--- config.mk ---
export PLATFORM = sky130hd
export DESIGN_NAME = bawd_decode
export DESIGN_NICKNAME = d
export VERILOG_FILES = /design/src/bawd_pkg.sv /design/src/bawd_decode.sv
export VERILOG_INCLUDE_DIRS = /design/src
export SDC_FILE = /design/constraint.sdc
export NUM_CORES = 1
export LEC_CHECK = 0
export BUFFER_PORTS_ARGS = -buffer_cell sky130_fd_sc_hd__clkbuf_2
export CAP_MARGIN = 20
export CORE_MARGIN = 2
export CORE_UTILIZATION = 35
export DETAILED_ROUTE_END_ITERATION = 8
export PLACE_DENSITY = 0.53
export SYNTH_ARGS = -nofsm -noshare
export SYNTH_HDL_FRONTEND = slang
export SYNTH_SLANG_ARGS = --single-unit
--- constraint.sdc ---
create_clock -name ref_clk -period 6.6 [get_ports ref_clk]
set_input_delay 0.66 -clock ref_clk [delete_from_list [all_inputs] [get_ports ref_clk]]
set_output_delay 0.66 -clock ref_clk [all_outputs]
set_load 0.05 [all_outputs]
--- src/bawd_map.svh ---
`ifndef BAWD_MAP_SVH
`define BAWD_MAP_SVH
// register offsets (byte addresses in configuration space)
`define BAWD_OFF_STAT_IO 8'h1c
`define BAWD_OFF_MEM 8'h20
`define BAWD_OFF_PF_LOW 8'h24
`define BAWD_OFF_PF_BASE_UP 8'h28
`define BAWD_OFF_PF_LIM_UP 8'h2c
`define BAWD_OFF_IO_UP 8'h30
`define BAWD_OFF_CAP 8'h34
`define BAWD_OFF_BCTL 8'h3c
// reset values
`define BAWD_RST_IO_LOW 4'h0
`define BAWD_RST_MEM 32'h0000fff0
`define BAWD_RST_PF_LOW 32'h0001fff1
`define BAWD_RST_PF_UP 32'h00000000
`define BAWD_RST_IO_UP 32'h0000ffff
`define BAWD_RST_EXT 16'h0000
`define BAWD_CAP_OFFSET 32'h000000a0
// field positions
`define BAWD_BIT_PARITY_SEEN 31
`define BAWD_BIT_SYS_FAULT 30
`define BAWD_BIT_GOT_MA 29
`define BAWD_BIT_GOT_TA 28
`define BAWD_BIT_SENT_TA 27
`define BAWD_BIT_INIT_PARITY 24
`define BAWD_DEVSEL_MEDIUM 2'h1
`define BAWD_BIT_DISPLAY 19
`define BAWD_BIT_EXPANSION 18
`define BAWD_BIT_PARITY_ON 16
// writable mask of the bridge control bits kept here
`define BAWD_BCTL_MASK 32'h000d0000
// legacy display ranges
`define BAWD_VGA_MEM_LO 40'h00000a0000
`define BAWD_VGA_MEM_HI 40'h00000bffff
`define BAWD_VGA_IO1_LO 10'h3b0
`define BAWD_VGA_IO1_HI 10'h3bb
`define BAWD_VGA_IO2_LO 10'h3c0
`define BAWD_VGA_IO2_HI 10'h3df
`endif

--- src/bawd_pkg.sv ---
package bawd_pkg;
	// decoded request as seen by the window logic
	typedef struct packed {
		logic valid;
		logic is_io;
		logic [63:0] addr;
	} bawd_req_t;
	// routing verdict
	typedef enum logic [1:0] {
		BAWD_NONE,
		BAWD_TO_SECONDARY,
		BAWD_PASS_OR_ABORT,
		BAWD_CLAIM_UP
	} bawd_route_t;
	// secondary bus event strobes
	typedef struct packed {
		logic addr_parity_tgt;
		logic data_parity_up;
		logic got_master_abort;
		logic got_target_abort;
		logic sent_target_abort;
		logic read_parity_bad;
		logic write_parity_fault_line_n_seen;
	} bawd_evt_t;
	// configuration access
	typedef struct packed {
		logic wr;
		logic rd;
		logic [7:0] offset;
		logic [3:0] byte_en;
		logic [31:0] wdata;
	} bawd_cfg_t;
endpackage

--- src/bawd_decode.sv ---
`timescale 1ns/100ps
`include "bawd_map.svh"
module bawd_decode
	import bawd_pkg::*;
(
	// clock and resets
	input wire logic ref_clk,
	input wire logic reset,
	input wire logic power_good,
	// configuration access
	input wire bawd_cfg_t cfg,
	output logic [31:0] cfg_rdata,
	// non-prefetch extension byte pair {limit, base}
	input wire logic [15:0] np_ext_bytes,
	input wire logic chain_end,
	// host link request and verdict
	input wire bawd_req_t host_req,
	output bawd_route_t host_route,
	// secondary bus request and verdict
	input wire bawd_req_t sec_req,
	output bawd_route_t sec_route,
	output logic [1:0] sec_devsel_timing,
	// secondary bus events and error pins
	input wire bawd_evt_t evt,
	input wire logic sys_fault_line_n,
	input wire logic hotplug_fault_source
);
	// registers
	logic [3:0] io_upper_bound_reg, io_upper_bound_next;
	logic [3:0] io_lower_bound_reg, io_lower_bound_next;
	logic [31:0] mem_reg, mem_next;
	logic [31:0] pf_low_reg, pf_low_next;
	logic [31:0] pf_base_up_reg, pf_base_up_next;
	logic [31:0] pf_lim_up_reg, pf_lim_up_next;
	logic [31:0] io_up_reg, io_up_next;
	logic [31:0] bctl_reg, bctl_next;
	logic [31:0] rdata_reg, rdata_next;
	bawd_route_t host_route_reg, host_route_next;
	bawd_route_t sec_route_reg, sec_route_next;
	// status bits; all but the two parity bits are sticky on the power-good domain
	logic parity_fault_seen_reg, parity_fault_seen_next;
	logic sys_fault_received_reg, sys_fault_received_next;
	logic got_master_abort_reg, got_master_abort_next;
	logic got_target_abort_reg, got_target_abort_next;
	logic sent_target_abort_reg, sent_target_abort_next;
	logic initiator_parity_fault_reg, initiator_parity_fault_next;
	// pin synchronisers
	logic [1:0] sys_fault_line_n_sync_reg, hp_sync_reg, pwr_sync_reg;
	logic [1:0] sys_fault_line_n_sync_next, hp_sync_next, pwr_sync_next;
	logic sys_src;
	logic power_reset;
	logic parity_response_on, legacy_display_decode_on, legacy_expansion_decode_on;
	logic back_to_back_capable;

	// byte-enable merge of a write
	function automatic logic [31:0] merge(input logic [31:0] old, input logic [31:0] wd,
		input logic [3:0] be, input logic [31:0] mask);
		logic [31:0] res;
		res = old;
		for (int i = 0; i < 4; i++) begin
			if (be[i])
				res[i*8 +: 8] = wd[i*8 +: 8];
		end
		return res & mask;
	endfunction

	// write-one-to-clear strobe for one status bit
	function automatic logic w1c(input bawd_cfg_t c, input int bitpos);
		return c.wr && c.offset == `BAWD_OFF_STAT_IO && c.byte_en[bitpos/8] && c.wdata[bitpos];
	endfunction

	// inclusive range check
	function automatic logic in_rng(input logic [39:0] a, input logic [39:0] lo,
		input logic [39:0] hi);
		return (a >= lo) && (a <= hi);
	endfunction

	// next values of the pin synchronisers; each stage moves one step per clock
	always_comb begin
		sys_fault_line_n_sync_next = {sys_fault_line_n_sync_reg[0], ~sys_fault_line_n};
		hp_sync_next = {hp_sync_reg[0], hotplug_fault_source};
		pwr_sync_next = {pwr_sync_reg[0], power_good};
	end

	// pins from outside pass two flip-flops; power_good reset is synchronised too
	always_ff @(posedge ref_clk) begin
		sys_fault_line_n_sync_reg <= sys_fault_line_n_sync_next;
		hp_sync_reg <= hp_sync_next;
		pwr_sync_reg <= pwr_sync_next;
	end
	// either source holds the system fault bit up
	assign sys_src = sys_fault_line_n_sync_reg[1] | hp_sync_reg[1];
	// power reset is active while the synchronised level is low
	assign power_reset = ~pwr_sync_reg[1];

	// control fields
	// enables held in bridge control
	assign parity_response_on = bctl_reg[`BAWD_BIT_PARITY_ON];
	assign legacy_display_decode_on = bctl_reg[`BAWD_BIT_DISPLAY];
	assign legacy_expansion_decode_on = bctl_reg[`BAWD_BIT_EXPANSION];
	assign back_to_back_capable = 1'b0;

	// window bounds
	logic [39:0] io_lo, io_hi, np_lo, np_hi, pf_lo, pf_hi;
	// a base above its limit leaves lo above hi, so nothing hits
	always_comb begin
		io_hi = {8'h00, 7'h00, io_up_reg[24:16], io_upper_bound_reg, 12'hfff};
		io_lo = {8'h00, 7'h00, io_up_reg[8:0], io_lower_bound_reg, 12'h000};
		np_hi = {np_ext_bytes[15:8], mem_reg[31:20], 20'hfffff};
		np_lo = {np_ext_bytes[7:0], mem_reg[15:4], 20'h00000};
		pf_hi = {pf_lim_up_reg[7:0], pf_low_reg[31:20], 20'hfffff};
		pf_lo = {pf_base_up_reg[7:0], pf_low_reg[15:4], 20'h00000};
	end

	// window hit for one request
	function automatic logic hit(input bawd_req_t r, input logic host,
		input logic [39:0] iol, input logic [39:0] ioh, input logic [39:0] npl,
		input logic [39:0] nph, input logic [39:0] pfl, input logic [39:0] pfh,
		input logic vga, input logic isa);
		logic [39:0] a;
		logic io_in, mem_in;
		a = r.addr[39:0];
		// secondary io keeps all 32 bits; its top seven were vetted by the caller
		// host io is 25 bits, zero-extended
		if (host && r.is_io)
			a = {15'h0000, r.addr[24:0]};
		// empty windows never hit, since lo > hi fails range check
		io_in = in_rng(a, iol, ioh);
		// the expansion limit only trims, never widens, the io window
		// first 256 bytes of each 1K within 64K
		if (isa && a[31:16] == 16'h0000 && a[9:8] != 2'b00)
			io_in = 1'b0;
		mem_in = in_rng(a, npl, nph) || in_rng(a, pfl, pfh);
		// legacy display ranges, host side only
		if (vga && host) begin
			mem_in = mem_in || in_rng(a, `BAWD_VGA_MEM_LO, `BAWD_VGA_MEM_HI);
			if (a[31:16] == 16'h0000 && ((a[9:0] >= `BAWD_VGA_IO1_LO &&
				a[9:0] <= `BAWD_VGA_IO1_HI) || (a[9:0] >= `BAWD_VGA_IO2_LO &&
				a[9:0] <= `BAWD_VGA_IO2_HI)))
				io_in = 1'b1;
		end
		// the space of the request picks which window verdict counts
		return r.is_io ? io_in : mem_in;
	endfunction

	// routing verdicts, registered
	// a verdict stands one cycle; an idle cycle returns to none
	always_comb begin
		host_route_next = BAWD_NONE;
		sec_route_next = BAWD_NONE;
		if (host_req.valid) begin
			if (hit(host_req, 1'b1, io_lo, io_hi, np_lo, np_hi, pf_lo, pf_hi,
				legacy_display_decode_on, legacy_expansion_decode_on))
				host_route_next = BAWD_TO_SECONDARY;
			else
				host_route_next = BAWD_PASS_OR_ABORT;
		end
		// secondary side: range checks come before the window test
		if (sec_req.valid) begin
			if (sec_req.is_io && sec_req.addr[31:25] != 7'h00)
				sec_route_next = BAWD_NONE;
			else if (!sec_req.is_io && sec_req.addr[63:40] != 24'h000000)
				sec_route_next = BAWD_NONE;
			else if (hit(sec_req, 1'b0, io_lo, io_hi, np_lo, np_hi, pf_lo, pf_hi,
				legacy_display_decode_on, legacy_expansion_decode_on))
				sec_route_next = BAWD_NONE;
			else
				sec_route_next = BAWD_CLAIM_UP;
		end
	end
	// verdicts leave from flip-flops
	assign host_route = host_route_reg;
	assign sec_route = sec_route_reg;
	assign sec_devsel_timing = `BAWD_DEVSEL_MEDIUM;

	// window and control register writes
	always_comb begin
		io_upper_bound_next = io_upper_bound_reg;
		io_lower_bound_next = io_lower_bound_reg;
		mem_next = mem_reg;
		pf_low_next = pf_low_reg;
		pf_base_up_next = pf_base_up_reg;
		pf_lim_up_next = pf_lim_up_reg;
		io_up_next = io_up_reg;
		bctl_next = bctl_reg;
		if (cfg.wr) begin
			if (cfg.offset == `BAWD_OFF_STAT_IO) begin
				if (cfg.byte_en[1])
					io_upper_bound_next = cfg.wdata[15:12];
				if (cfg.byte_en[0])
					io_lower_bound_next = cfg.wdata[7:4];
			end
			else if (cfg.offset == `BAWD_OFF_MEM)
				mem_next = merge(mem_reg, cfg.wdata, cfg.byte_en, 32'hfff0fff0);
			else if (cfg.offset == `BAWD_OFF_PF_LOW)
				pf_low_next = merge(pf_low_reg, cfg.wdata, cfg.byte_en, 32'hfff0fff0)
					| (`BAWD_RST_PF_LOW & 32'h000f000f);
			else if (cfg.offset == `BAWD_OFF_PF_BASE_UP)
				pf_base_up_next = merge(pf_base_up_reg, cfg.wdata, cfg.byte_en, 32'hffffffff);
			else if (cfg.offset == `BAWD_OFF_PF_LIM_UP)
				pf_lim_up_next = merge(pf_lim_up_reg, cfg.wdata, cfg.byte_en, 32'hffffffff);
			else if (cfg.offset == `BAWD_OFF_IO_UP)
				io_up_next = merge(io_up_reg, cfg.wdata, cfg.byte_en, 32'hffffffff);
			// only the decode and parity enables are writable here
			else if (cfg.offset == `BAWD_OFF_BCTL)
				bctl_next = merge(bctl_reg, cfg.wdata, cfg.byte_en, `BAWD_BCTL_MASK);
			// writes to any other offset are ignored
		end
	end

	// status bits: set wins over clear
	// an event in the cycle of its clear wins, so no event is lost
	always_comb begin
		parity_fault_seen_next = (parity_fault_seen_reg & ~w1c(cfg, `BAWD_BIT_PARITY_SEEN))
			| evt.addr_parity_tgt | evt.data_parity_up;
		// holds while sources asserted
		// the two-flop sync gives the sources two cycles of latency
		sys_fault_received_next = (sys_fault_received_reg & ~w1c(cfg, `BAWD_BIT_SYS_FAULT))
			| sys_src;
		got_master_abort_next = (got_master_abort_reg & ~w1c(cfg, `BAWD_BIT_GOT_MA))
			| evt.got_master_abort;
		got_target_abort_next = (got_target_abort_reg & ~w1c(cfg, `BAWD_BIT_GOT_TA))
			| evt.got_target_abort;
		sent_target_abort_next = (sent_target_abort_reg & ~w1c(cfg, `BAWD_BIT_SENT_TA))
			| evt.sent_target_abort;
		initiator_parity_fault_next = (initiator_parity_fault_reg
			& ~w1c(cfg, `BAWD_BIT_INIT_PARITY))
			| (parity_response_on & (evt.read_parity_bad | evt.write_parity_fault_line_n_seen));
	end

	// read mux
	always_comb begin
		rdata_next = 32'h00000000;
		if (cfg.rd) begin
			if (cfg.offset == `BAWD_OFF_STAT_IO)
				rdata_next = {parity_fault_seen_reg, sys_fault_received_reg,
					got_master_abort_reg, got_target_abort_reg, sent_target_abort_reg,
					`BAWD_DEVSEL_MEDIUM, initiator_parity_fault_reg, back_to_back_capable,
					7'h00, io_upper_bound_reg, 4'h0, io_lower_bound_reg, 4'h0};
			else if (cfg.offset == `BAWD_OFF_MEM)
				rdata_next = mem_reg;
			else if (cfg.offset == `BAWD_OFF_PF_LOW)
				rdata_next = pf_low_reg;
			else if (cfg.offset == `BAWD_OFF_PF_BASE_UP)
				rdata_next = pf_base_up_reg;
			else if (cfg.offset == `BAWD_OFF_PF_LIM_UP)
				rdata_next = pf_lim_up_reg;
			else if (cfg.offset == `BAWD_OFF_IO_UP)
				rdata_next = io_up_reg;
			else if (cfg.offset == `BAWD_OFF_CAP)
				rdata_next = `BAWD_CAP_OFFSET;
			// bridge control enables read back as written
			else if (cfg.offset == `BAWD_OFF_BCTL)
				rdata_next = bctl_reg;
			// unmapped offsets fall through to zero
		end
	end
	assign cfg_rdata = rdata_reg;

	// chip-reset registers
	// either reset returns windows to defaults and the outputs to idle
	always_ff @(posedge ref_clk) begin
		if (reset || power_reset) begin
			io_upper_bound_reg <= `BAWD_RST_IO_LOW;
			io_lower_bound_reg <= `BAWD_RST_IO_LOW;
			mem_reg <= `BAWD_RST_MEM;
			pf_low_reg <= `BAWD_RST_PF_LOW;
			pf_base_up_reg <= `BAWD_RST_PF_UP;
			pf_lim_up_reg <= `BAWD_RST_PF_UP;
			io_up_reg <= `BAWD_RST_IO_UP;
			// control, read data and verdicts back to idle
			bctl_reg <= 32'h00000000;
			rdata_reg <= 32'h00000000;
			host_route_reg <= BAWD_NONE;
			sec_route_reg <= BAWD_NONE;
		end else begin
			// registered next values
			io_upper_bound_reg <= io_upper_bound_next;
			io_lower_bound_reg <= io_lower_bound_next;
			mem_reg <= mem_next;
			pf_low_reg <= pf_low_next;
			pf_base_up_reg <= pf_base_up_next;
			pf_lim_up_reg <= pf_lim_up_next;
			io_up_reg <= io_up_next;
			bctl_reg <= bctl_next;
			rdata_reg <= rdata_next;
			host_route_reg <= host_route_next;
			sec_route_reg <= sec_route_next;
		end
	end

	// chip-reset status bits
	// parity bits are not sticky and follow the chip reset
	always_ff @(posedge ref_clk) begin
		if (reset || power_reset)
			parity_fault_seen_reg <= 1'b0;
		else
			parity_fault_seen_reg <= parity_fault_seen_next;
		if (reset || power_reset)
			initiator_parity_fault_reg <= 1'b0;
		else
			initiator_parity_fault_reg <= initiator_parity_fault_next;
	end

	// sticky bits survive chip reset
	// only the loss of power good or a write-one-to-clear clears them
	always_ff @(posedge ref_clk) begin
		if (power_reset) begin
			// power-good loss clears the record
			sys_fault_received_reg <= 1'b0;
			got_master_abort_reg <= 1'b0;
			got_target_abort_reg <= 1'b0;
			sent_target_abort_reg <= 1'b0;
		end else begin
			sys_fault_received_reg <= sys_fault_received_next;
			got_master_abort_reg <= got_master_abort_next;
			got_target_abort_reg <= got_target_abort_next;
			sent_target_abort_reg <= sent_target_abort_next;
		end
	end
endmodule // bawd_decode

=== Yosys cells after proc, flatten, opt, wreduce, memory -nomap -nowiden ===
Index checks and enable logic that the tools add are counted.

* Flip-flop bits (word level): 203
* Bits of input ports: 207
* Output and inout port bits: 38
* Word-level logic and storage cells: 182

* $lt $le $gt $ge: 18
* Equality and inequality tests: 8
* Mux-type cells: 24
* Bitwise operators: 33
* Reductions and logical operators: 63

{| class="wikitable"
|+ Operator list
! kind !! count
|-
| $mux 32 || 6
|-
| $ge 40x40->1 || 4
|-
| $le 40x40->1 || 4
|-
| $ge 40x25->1 || 2
|-
| $le 40x25->1 || 2
|-
| $mux 40 || 2
|-
| $eq 8x6->1 const B || 7
|-
| $ge 40x20->1 const B || 1
|-
| $le 40x20->1 const B || 1
|-
| $mux 20 || 2
|-
| $logic_not 16->1 || 2
|-
| $reduce_and 8->1 || 4
|-
| $reduce_and 7->1 || 4
|-
| $logic_and 1x1->1 || 24
|-
| $reduce_and 6->1 || 4
|-
| $reduce_bool 24->1 || 1
|-
| $ge 10x10->1 const B || 2
|-
| $le 10x10->1 const B || 2
|-
| $reduce_and 5->1 || 4
|-
| $not 1->1 || 17
|-
| $reduce_and 4->1 || 4
|-
| $mux 1 || 12
|-
| $or 1x1->1 || 9
|-
| $reduce_and 9->1 || 1
|-
| other kinds (11) || 25
|}

=== Logic depth before layout (Yosys ltp) ===
Gate-level depths: netlist of the first run.

* Depth after elaboration: 11
* Depth in mapped cells: 12
* Gate-level depth less buffers: 10

=== Least setup slack after synthesis of the first run ===
OpenSTA, ideal clock, no wires.

* Kind: input port to flip-flop
* Start: input port host_req[64] (netlist bit)
* End: register host_route_reg[0], in the netlist host_route[0]
* Library setup time: 60 ps
* Data arrival time: 3051 ps
* Data required time: 6540 ps
* Path slack: 3489 ps
* Cell stages on the path: 11
* Path buffers: 2
* Cell sequence: clkbuf_1 clkbuf_1 nor2b_1 ha_1 nand4_1 or4_1 nor3_1 o2bb2ai_1 o22ai_1 a32oi_1 and3_1

* Word-level cells in the longest chain between the ends: 11
* Elaborated cells between the ends (all ways): 28

{| class="wikitable"
|+ RTL lines
! item !! line !! source
|-
| start, declared || bawd_decode.sv:17 || <nowiki>input wire bawd_req_t host_req,</nowiki>
|-
| parallel branches: the longest is 9 deep, another holds $ge 40x25->1 || -- ||
|-
| $mux 1 * || bawd_decode.sv:143 || <nowiki>return r.is_io ? io_in : mem_in;</nowiki>
|-
| $mux 2 * || bawd_decode.sv:152 || <nowiki>if (hit(host_req, 1'b1, io_lo, io_hi, np_lo, np_hi, pf_lo, pf_hi,</nowiki>
|-
| end signal, assigned || bawd_decode.sv:287 || <nowiki>host_route_reg <= host_route_next;</nowiki>
|-
| end, declared || bawd_decode.sv:38 || <nowiki>bawd_route_t host_route_reg, host_route_next;</nowiki>
|}

Mark *: on every way between the ends. The select of a mux whose other input is x is not followed.
A chain may end at the register's enable or synchronous reset.

=== Worst setup path in the final report of the first run ===
* Start: input port cfg[41] (netlist bit)
* End: register pf_base_up_reg[5]

* Word-level cells in the longest chain between the ends: 3
* Elaborated cells between the ends (all ways): 8

{| class="wikitable"
|+ RTL lines
! item !! line !! source
|-
| start, declared || bawd_decode.sv:11 || <nowiki>input wire bawd_cfg_t cfg,</nowiki>
|-
| $eq 8x6->1 (no source line) / $eq 8x5->1 (equally long branches) || -- ||
|-
| $not 1->1 (no source line) || -- ||
|-
| $reduce_and 6->1 (no source line) * || -- ||
|-
| end signal, assigned || bawd_decode.sv:268 || <nowiki>pf_base_up_reg <= `BAWD_RST_PF_UP;</nowiki>
|-
| end signal, assigned || bawd_decode.sv:282 || <nowiki>pf_base_up_reg <= pf_base_up_next;</nowiki>
|-
| end, declared || bawd_decode.sv:33 || <nowiki>logic [31:0] pf_base_up_reg, pf_base_up_next;</nowiki>
|}

Mark *: on every way between the ends. The rest lies on a longest branch, timed or not.

==> results of run 1 <==
## where the power goes
part	leakage [nW]	total, mW	internal (mW)	switching [mW]
Clock	0.407	1.38	0.821	0.554
Sequential	1.63	1.23	1.22	0.00256
Combinational	4.41	0.341	0.129	0.213
## cell usage in the layout, fill, tap and decap left out, types with 21 or more instances in the layout
cell,netlist,layout
sky130_fd_sc_hd__nand2_1,317,317
sky130_fd_sc_hd__a21oi_1,216,216
sky130_fd_sc_hd__a22oi_1,21,21
sky130_fd_sc_hd__clkbuf_2,0,217
sky130_fd_sc_hd__nor4_1,26,26
sky130_fd_sc_hd__o211ai_1,35,35
sky130_fd_sc_hd__o21ai_0,43,43
sky130_fd_sc_hd__nor2b_1,29,28
sky130_fd_sc_hd__dfxtp_1,202,202
sky130_fd_sc_hd__nand4_1,46,46
sky130_fd_sc_hd__a21o_1,40,40
sky130_fd_sc_hd__ha_1,206,206
sky130_fd_sc_hd__inv_1,115,115
sky130_fd_sc_hd__clkbuf_16,0,25
sky130_fd_sc_hd__nor2_1,87,85
sky130_fd_sc_hd__nand3_1,51,51
## final timing paths
path | from | to | slack [ps] | depth (start not counted)
max reg2reg | pwr_sync_reg[1] | cfg_rdata[19] | 3870 | 6
min | power_good | pwr_sync_reg[0] | 230 | 1
max | cfg[41] | pf_base_up_reg[5] | 3180 | 9
min reg2reg | hp_sync_reg[0] | hp_sync_reg[1] | 320 | 0
## layout make-up
class,instances,share of cell area
multi-input cells,1272,0.5405
repair buffers,224,0.07446
inverters,115,0.02823
flip-flops and latches,202,0.2645
clock buffers,39,0.04893
diodes,1,0.0001637
clock inverters,7,0.004910
well taps,468,0.03829
## logic make-up (layout without fill, tap and decap cells)
group / count (synthesis) / after routing / synth area share
simple gates: 598 / 598 / 0.2069
compound gates: 440 / 440 / 0.2107
fa+ha+maj: 210 / 210 / 0.2022
flops: 202 / 202 / 0.3125
buf+inv: 168 / 385 / 0.05056
mux: 17 / 17 / 0.01324
xor+xnor: 5 / 5 / 0.003383
other cells: 2 / 3 / 0.0005803
## layer usage
metal,GRT usage,vias up,part of all wire
li1,-,6333,-
met1,0.3514,6176,0.46
met2,0.4037,476,0.45
met3,0.03318,58,0.066
met4,0.06397,2,0.023
met5,0,-,0.00024
==> impl_metrics.py, run 1 <==
metrics = {
    "sta": {
        "fin_worst_skew_ps": 12.67,
        "final.period_utilization": 0.5179,
        "grt_setup_unrepaired": "false",
        "final-setup-viol-count": 0,
        "relSlewSlack": 0.2933,
        "timing.final.hold_violations": 0,
        "whs_ps": 231.3,
        "fin_crit_ps": 3418,
        "timing.setup.tns_ps": 0,
        "timing.fmax_ghz": 0.2925,
        "tightest_slew_ps": 1050,
        "final_setup_slack_of_the_worst_path_ps": 3182,
        "final_max_slew_viol_count": 0,
    },
    "clocking": {
        "cts_max_level": 1,
        "worstSkewPairLatency_ps": 530,
        "post-cts-setup-buffers": 0,
        "cts-resized-gates": 0,
        "clk_root_buffer_cell": "sky130_fd_sc_hd__clkbuf_16",
        "cts_hold_buffers": 0,
        "clkSlewWorstSetupHoldPaths_ps": 60,
        "tritoncts_num_sinks": 202,
        "ctsLongestPathBuffers": 3,
        "cts_tree": "built",
        "numCtsBuffers": 25,
    },
    "critical_path": {
        "critical_path_peak_fanout": 18,
        "cp_num_buf_inv": 3,
        "worst_setup_path_end_kind": "flip-flop",
        "cp.required_ps": 6980,
        "worst_setup_path_start_kind": "input port",
        "critPathArrivalTime_ps": 3800,
        "critPathKind": "input port to flip-flop",
        "cpPeakStageDelay_ps": 840,
        "critPathSlowestCell": "sky130_fd_sc_hd__and3_1",
        "critical_path.cell_chain": "clkbuf_2 > inv_1 > nor4_2 > and3_1 > nor2b_1 > buf_4 > nand3_1 > nand2_1 > a21oi_1",
        "worst_path_dominant_cell_family": "simple AND/OR/NAND/NOR gates",
    },
    "finish": {
        "final_core_util": 0.4187,
        "design_area_sq_um": 15290,
        "multi_input_area_sq_um": 8265,
        "layout-drive-gt1-share": 0.1469,
        "nets": 2253,
        "number_of_non_filler_instances_in_the_completed_layout": 2328,
        "layout_stage_area_growth_over_the_synthesis_result_pct": 18.15,
        "register_cell_area_after_layout_sq_um": 4044,
        "count_of_filler_cells_inserted_in_the_layout": 3803,
    },
    "placed_design": {
        "postPlaceCellArea_sq_um": 14460,
        "dp.final_hpwl_um": 38320,
        "final_weighted_congestion_of_routability_driven_global_placement": 0.8837,
        "place_ws_ps": 2650,
        "post-place-cells": 2280,
        "io_buffer_count": 217,
    },
    "detailed_routing": {
        "drtIter0Drc": 971,
        "vias_per_cell": 5.604,
        "antenna_left": 0,
        "route.detailed.wl_per_inst_um": 21.08,
        "drt-total-wl_um": 49060,
        "drc": 0,
        "drt_pass1_iterations": 6,
        "vias": 13045,
    },
    "yosys": {
        "most_frequently_used_cell_type_in_the_post_synthesis_netlist": "sky130_fd_sc_hd__nand2_1",
        "synth_area_leader_cell": "sky130_fd_sc_hd__dfxtp_1",
        "ys_warn_count": 0,
        "postSynth.topFlopCell": "sky130_fd_sc_hd__dfxtp_1",
        "syn-num-nets": 2055,
        "synth_seq_cells": 202,
        "synth-edff-count": 0,
        "synth_area_leaders": "sky130_fd_sc_hd__dfxtp_1, sky130_fd_sc_hd__ha_1, sky130_fd_sc_hd__nand2_1, sky130_fd_sc_hd__a21oi_1, sky130_fd_sc_hd__inv_1",
        "synth_async_sr_flop_share": 0,
        "netlist_instances": 1642,
        "syn_area_per_cell_sq_um": 7.882,
        "yosys.cell_types.count": 53,
        "synthTopCellsByCount": "sky130_fd_sc_hd__nand2_1, sky130_fd_sc_hd__a21oi_1, sky130_fd_sc_hd__ha_1",
        "synth_seq_area_share": 0.3125,
        "netlist_area_sq_um": 12940,
        "synth.top_cell.area_share": 0.3125,
    },
    "die": {
        "row_count": 70,
        "die_y_um": 196.3,
        "core_area_sq_um": 36520,
        "floorplan.initialDensity": 0.3544,
        "die-area_sq_um": 38530,
        "io-pin-count": 245,
        "fp.dieW_um": 196.3,
    },
    "grt": {
        "grt.overflow.total": 0,
        "grt_antenna_before_repair": 2,
        "grt_usage": 0.2502,
        "first_global_vias": 12656,
        "grt_start_max_net_pins": 62,
        "wire_length_of_the_first_global_routing_pass_um": 74230,
    },
    "flow_run": {
        "timing.max_cap.violations": 0,
    },
    "pwr": {
        "ir_drop_mv": 0.1588,
        "total_power_mw": 2.944,
        "power_density_nw_per_um2": 192.5,
        "cellLeakagePower_nw": 6.448,
    },
    "worst_hold_path": {
        "hold_path_class": "input port to flip-flop",
    },
    "outcome": {
        "run_status": "finished clean",
    },
}
Power figures use the tool's default switching activity.
==> run 2, diff against run 1 <==
- PLACE_DENSITY: 0.53 -> 0.55
- clock period: 6.6 -> 3.1 ns (I/O delays scaled with it)
==> impl_metrics.py, run 2 (synthesized netlist as in run 1, its figures left out) <==
metrics = {
    "sta": {
        "timing.setup.tns_ps": 0,
        "final.period_utilization": 0.8494,
        "relSlewSlack": 0.5203,
        "final-setup-viol-count": 0,
        "grt_setup_unrepaired": "false",
        "whs_ps": 11.38,
        "timing.final.hold_violations": 0,
        "final_max_slew_viol_count": 0,
        "timing.fmax_ghz": 0.3798,
        "tightest_slew_ps": 716.9,
        "fin_crit_ps": 2633,
        "fin_worst_skew_ps": 15.01,
    },
    "worst_hold_path": {
        "hold_end": "got_master_abort_reg",
        "hold_path_class": "input port to flip-flop",
        "timing.hold.worst.start": "evt[4]",
        "holdPathStages": 3,
    },
    "detailed_routing": {
        "vias": 13100,
        "route.detailed.wl_per_inst_um": 20.78,
        "drt_pass1_iterations": 6,
        "drc": 0,
        "drtIter0Drc": 1298,
        "drt-total-wl_um": 48820,
        "antenna_left": 0,
        "vias_per_cell": 5.577,
    },
    "placed_design": {
        "io_buffer_count": 217,
        "post-place-cells": 2303,
        "final_weighted_congestion_of_routability_driven_global_placement": 0.9143,
        "dp.final_hpwl_um": 39150,
    },
    "critical_path": {
        "critPathSlowestCell": "sky130_fd_sc_hd__a221oi_1",
        "worst_setup_path_start_kind": "flip-flop",
        "critical_path_peak_fanout": 3,
        "worst_r2r_path_depth": 10,
        "reg2reg_slack_ps": 470,
        "cpPeakStageDelay_ps": 370,
        "critPathArrivalTime_ps": 3030,
        "worst_setup_path_end_kind": "flip-flop",
        "critical_path.cell_chain": "inv_1 > ha_1 > a21o_1 > a21o_1 > a21oi_1 > o21ai_0 > a221oi_1 > o211ai_1 > a211oi_1 > a211oi_1",
        "cp.required_ps": 3500,
        "r2r-end": "sec_route[0]",
        "r2r-start": "pf_low_reg[29]",
        "critPathKind": "flip-flop to flip-flop",
    },
    "clocking": {
        "numCtsBuffers": 22,
        "cts-resized-gates": 0,
        "cts_tree": "built",
        "tritoncts_num_sinks": 202,
        "cts_max_level": 1,
        "clkSlewWorstSetupHoldPaths_ps": 70,
        "clk_root_buffer_cell": "sky130_fd_sc_hd__clkbuf_16",
        "worstSkewPairLatency_ps": 520,
        "ctsLongestPathBuffers": 3,
    },
    "finish": {
        "mostFrequentLayoutCells": "sky130_fd_sc_hd__nand2_1, sky130_fd_sc_hd__clkbuf_2, sky130_fd_sc_hd__a21oi_1, sky130_fd_sc_hd__ha_1, sky130_fd_sc_hd__dfxtp_1",
        "layout-drive-gt1-share": 0.1527,
        "number_of_non_filler_instances_in_the_completed_layout": 2349,
        "layout_stage_area_growth_over_the_synthesis_result_pct": 19.30,
        "count_of_filler_cells_inserted_in_the_layout": 3750,
        "nets": 2278,
        "layout_commonest_cell": "sky130_fd_sc_hd__nand2_1",
        "final_core_util": 0.4227,
    },
    "die": {
        "core_area_sq_um": 36520,
        "die-area_sq_um": 38530,
        "row_count": 70,
        "fp.dieW_um": 196.3,
        "io-pin-count": 245,
        "floorplan.initialDensity": 0.3544,
        "die_y_um": 196.3,
    },
    "grt": {
        "grt_antenna_before_repair": 2,
        "grt_start_max_net_pins": 63,
        "grt_usage": 0.2484,
        "grt_use_met1": 0.3450,
        "grt.overflow.total": 0,
        "first_global_vias": 12781,
        "global_route.peak_usage_layer": "met2",
        "grtUsageMet3": 0.03387,
        "use_met2": 0.4016,
        "wire_length_of_the_first_global_routing_pass_um": 74100,
    },
    "pwr": {
        "power_density_nw_per_um2": 393.8,
        "cellLeakagePower_nw": 6.547,
        "ir_drop_mv": 0.3597,
    },
    "flow_run": {
        "timing.max_cap.violations": 0,
    },
    "outcome": {
        "run_status": "finished clean",
    },
}
run 2: cell count changes in the layout (fill, tap and decap cells not counted), sizes merged:
cell / before / now
bufinv: 1 / 3
buf: 7 / 29
clkinv: 2 / 5
clkinvlp: 0 / 1
inv: 119 / 115
dlygate4sd3: 0 / 6
clkbuf: 256 / 247
run 2: layer usage:
| layer | vias to the layer above | part of all wire |
|---|---|---|
| met3 | 68 | 0.070 |
| met1 | 6184 | 0.46 |
| met4 | 2 | 0.026 |
| met5 | - | 0.00029 |
| met2 | 478 | 0.44 |
| li1 | 6368 | - |
run 2: layout make-up:
type                       count  area [sq um]  area share
timing repair buffer         252          1376     0.08914
clock buffer                  30         600.6     0.03890
sequential                   202          4044      0.2619
multi-input combinational   1272          8262      0.5351
antenna                        1         2.502   0.0001621
inverter                     115         431.7     0.02796
clock inverter                 9         137.6    0.008914
tap                          468         585.6     0.03793
run 2: worst max-delay path by stage:
stage	from	endpoint	slack [ps]
floorplan	host_req[64]	host_route[0]	340
global placement	host_req[64]	host_route[0]	240
detailed placement	host_req[64]	host_route[0]	150
CTS	pf_low_reg[29]	sec_route[0]	490
global route	pf_low_reg[29]	sec_route[0]	330
finish	pf_low_reg[29]	sec_route[0]	470
run 2: report_power, final:
group	internal [mW]	leakage (nW)	total (mW)	switching [mW]
clock network	1.61	0.358	2.73	1.11
registers	2.61	1.63	2.61	0.00576
logic	0.287	4.56	0.741	0.454
run 2: what timing repair did:
action / in CTS / in global routing
buffers inserted: 0 / 0
hold buffers: 6 / 0
hold endpoints to repair: 5 / 0
run 2: worst max-delay path, delay by kind of cell (launching register included):
family	cells	cell delay, ps
AOI/OAI and AO/OA	8	1690
DFF	1	360
adders and majority gates	1	320
buffers and inverters	1	140
run 2: per-stage QoR:
stage | cell area (sq um) | setup slack [ps] | power, mW
global placement | 14640 | 235.3 | 3.378
detailed placement | 14640 | 154.9 | 3.396
CTS | 15440 | 486.7 | 6.106
finish | 15440 | 466.8 | 6.080
global route | 15440 | 331.4 | 6.294
floorplan | 12940 | 339.1 | 3.042
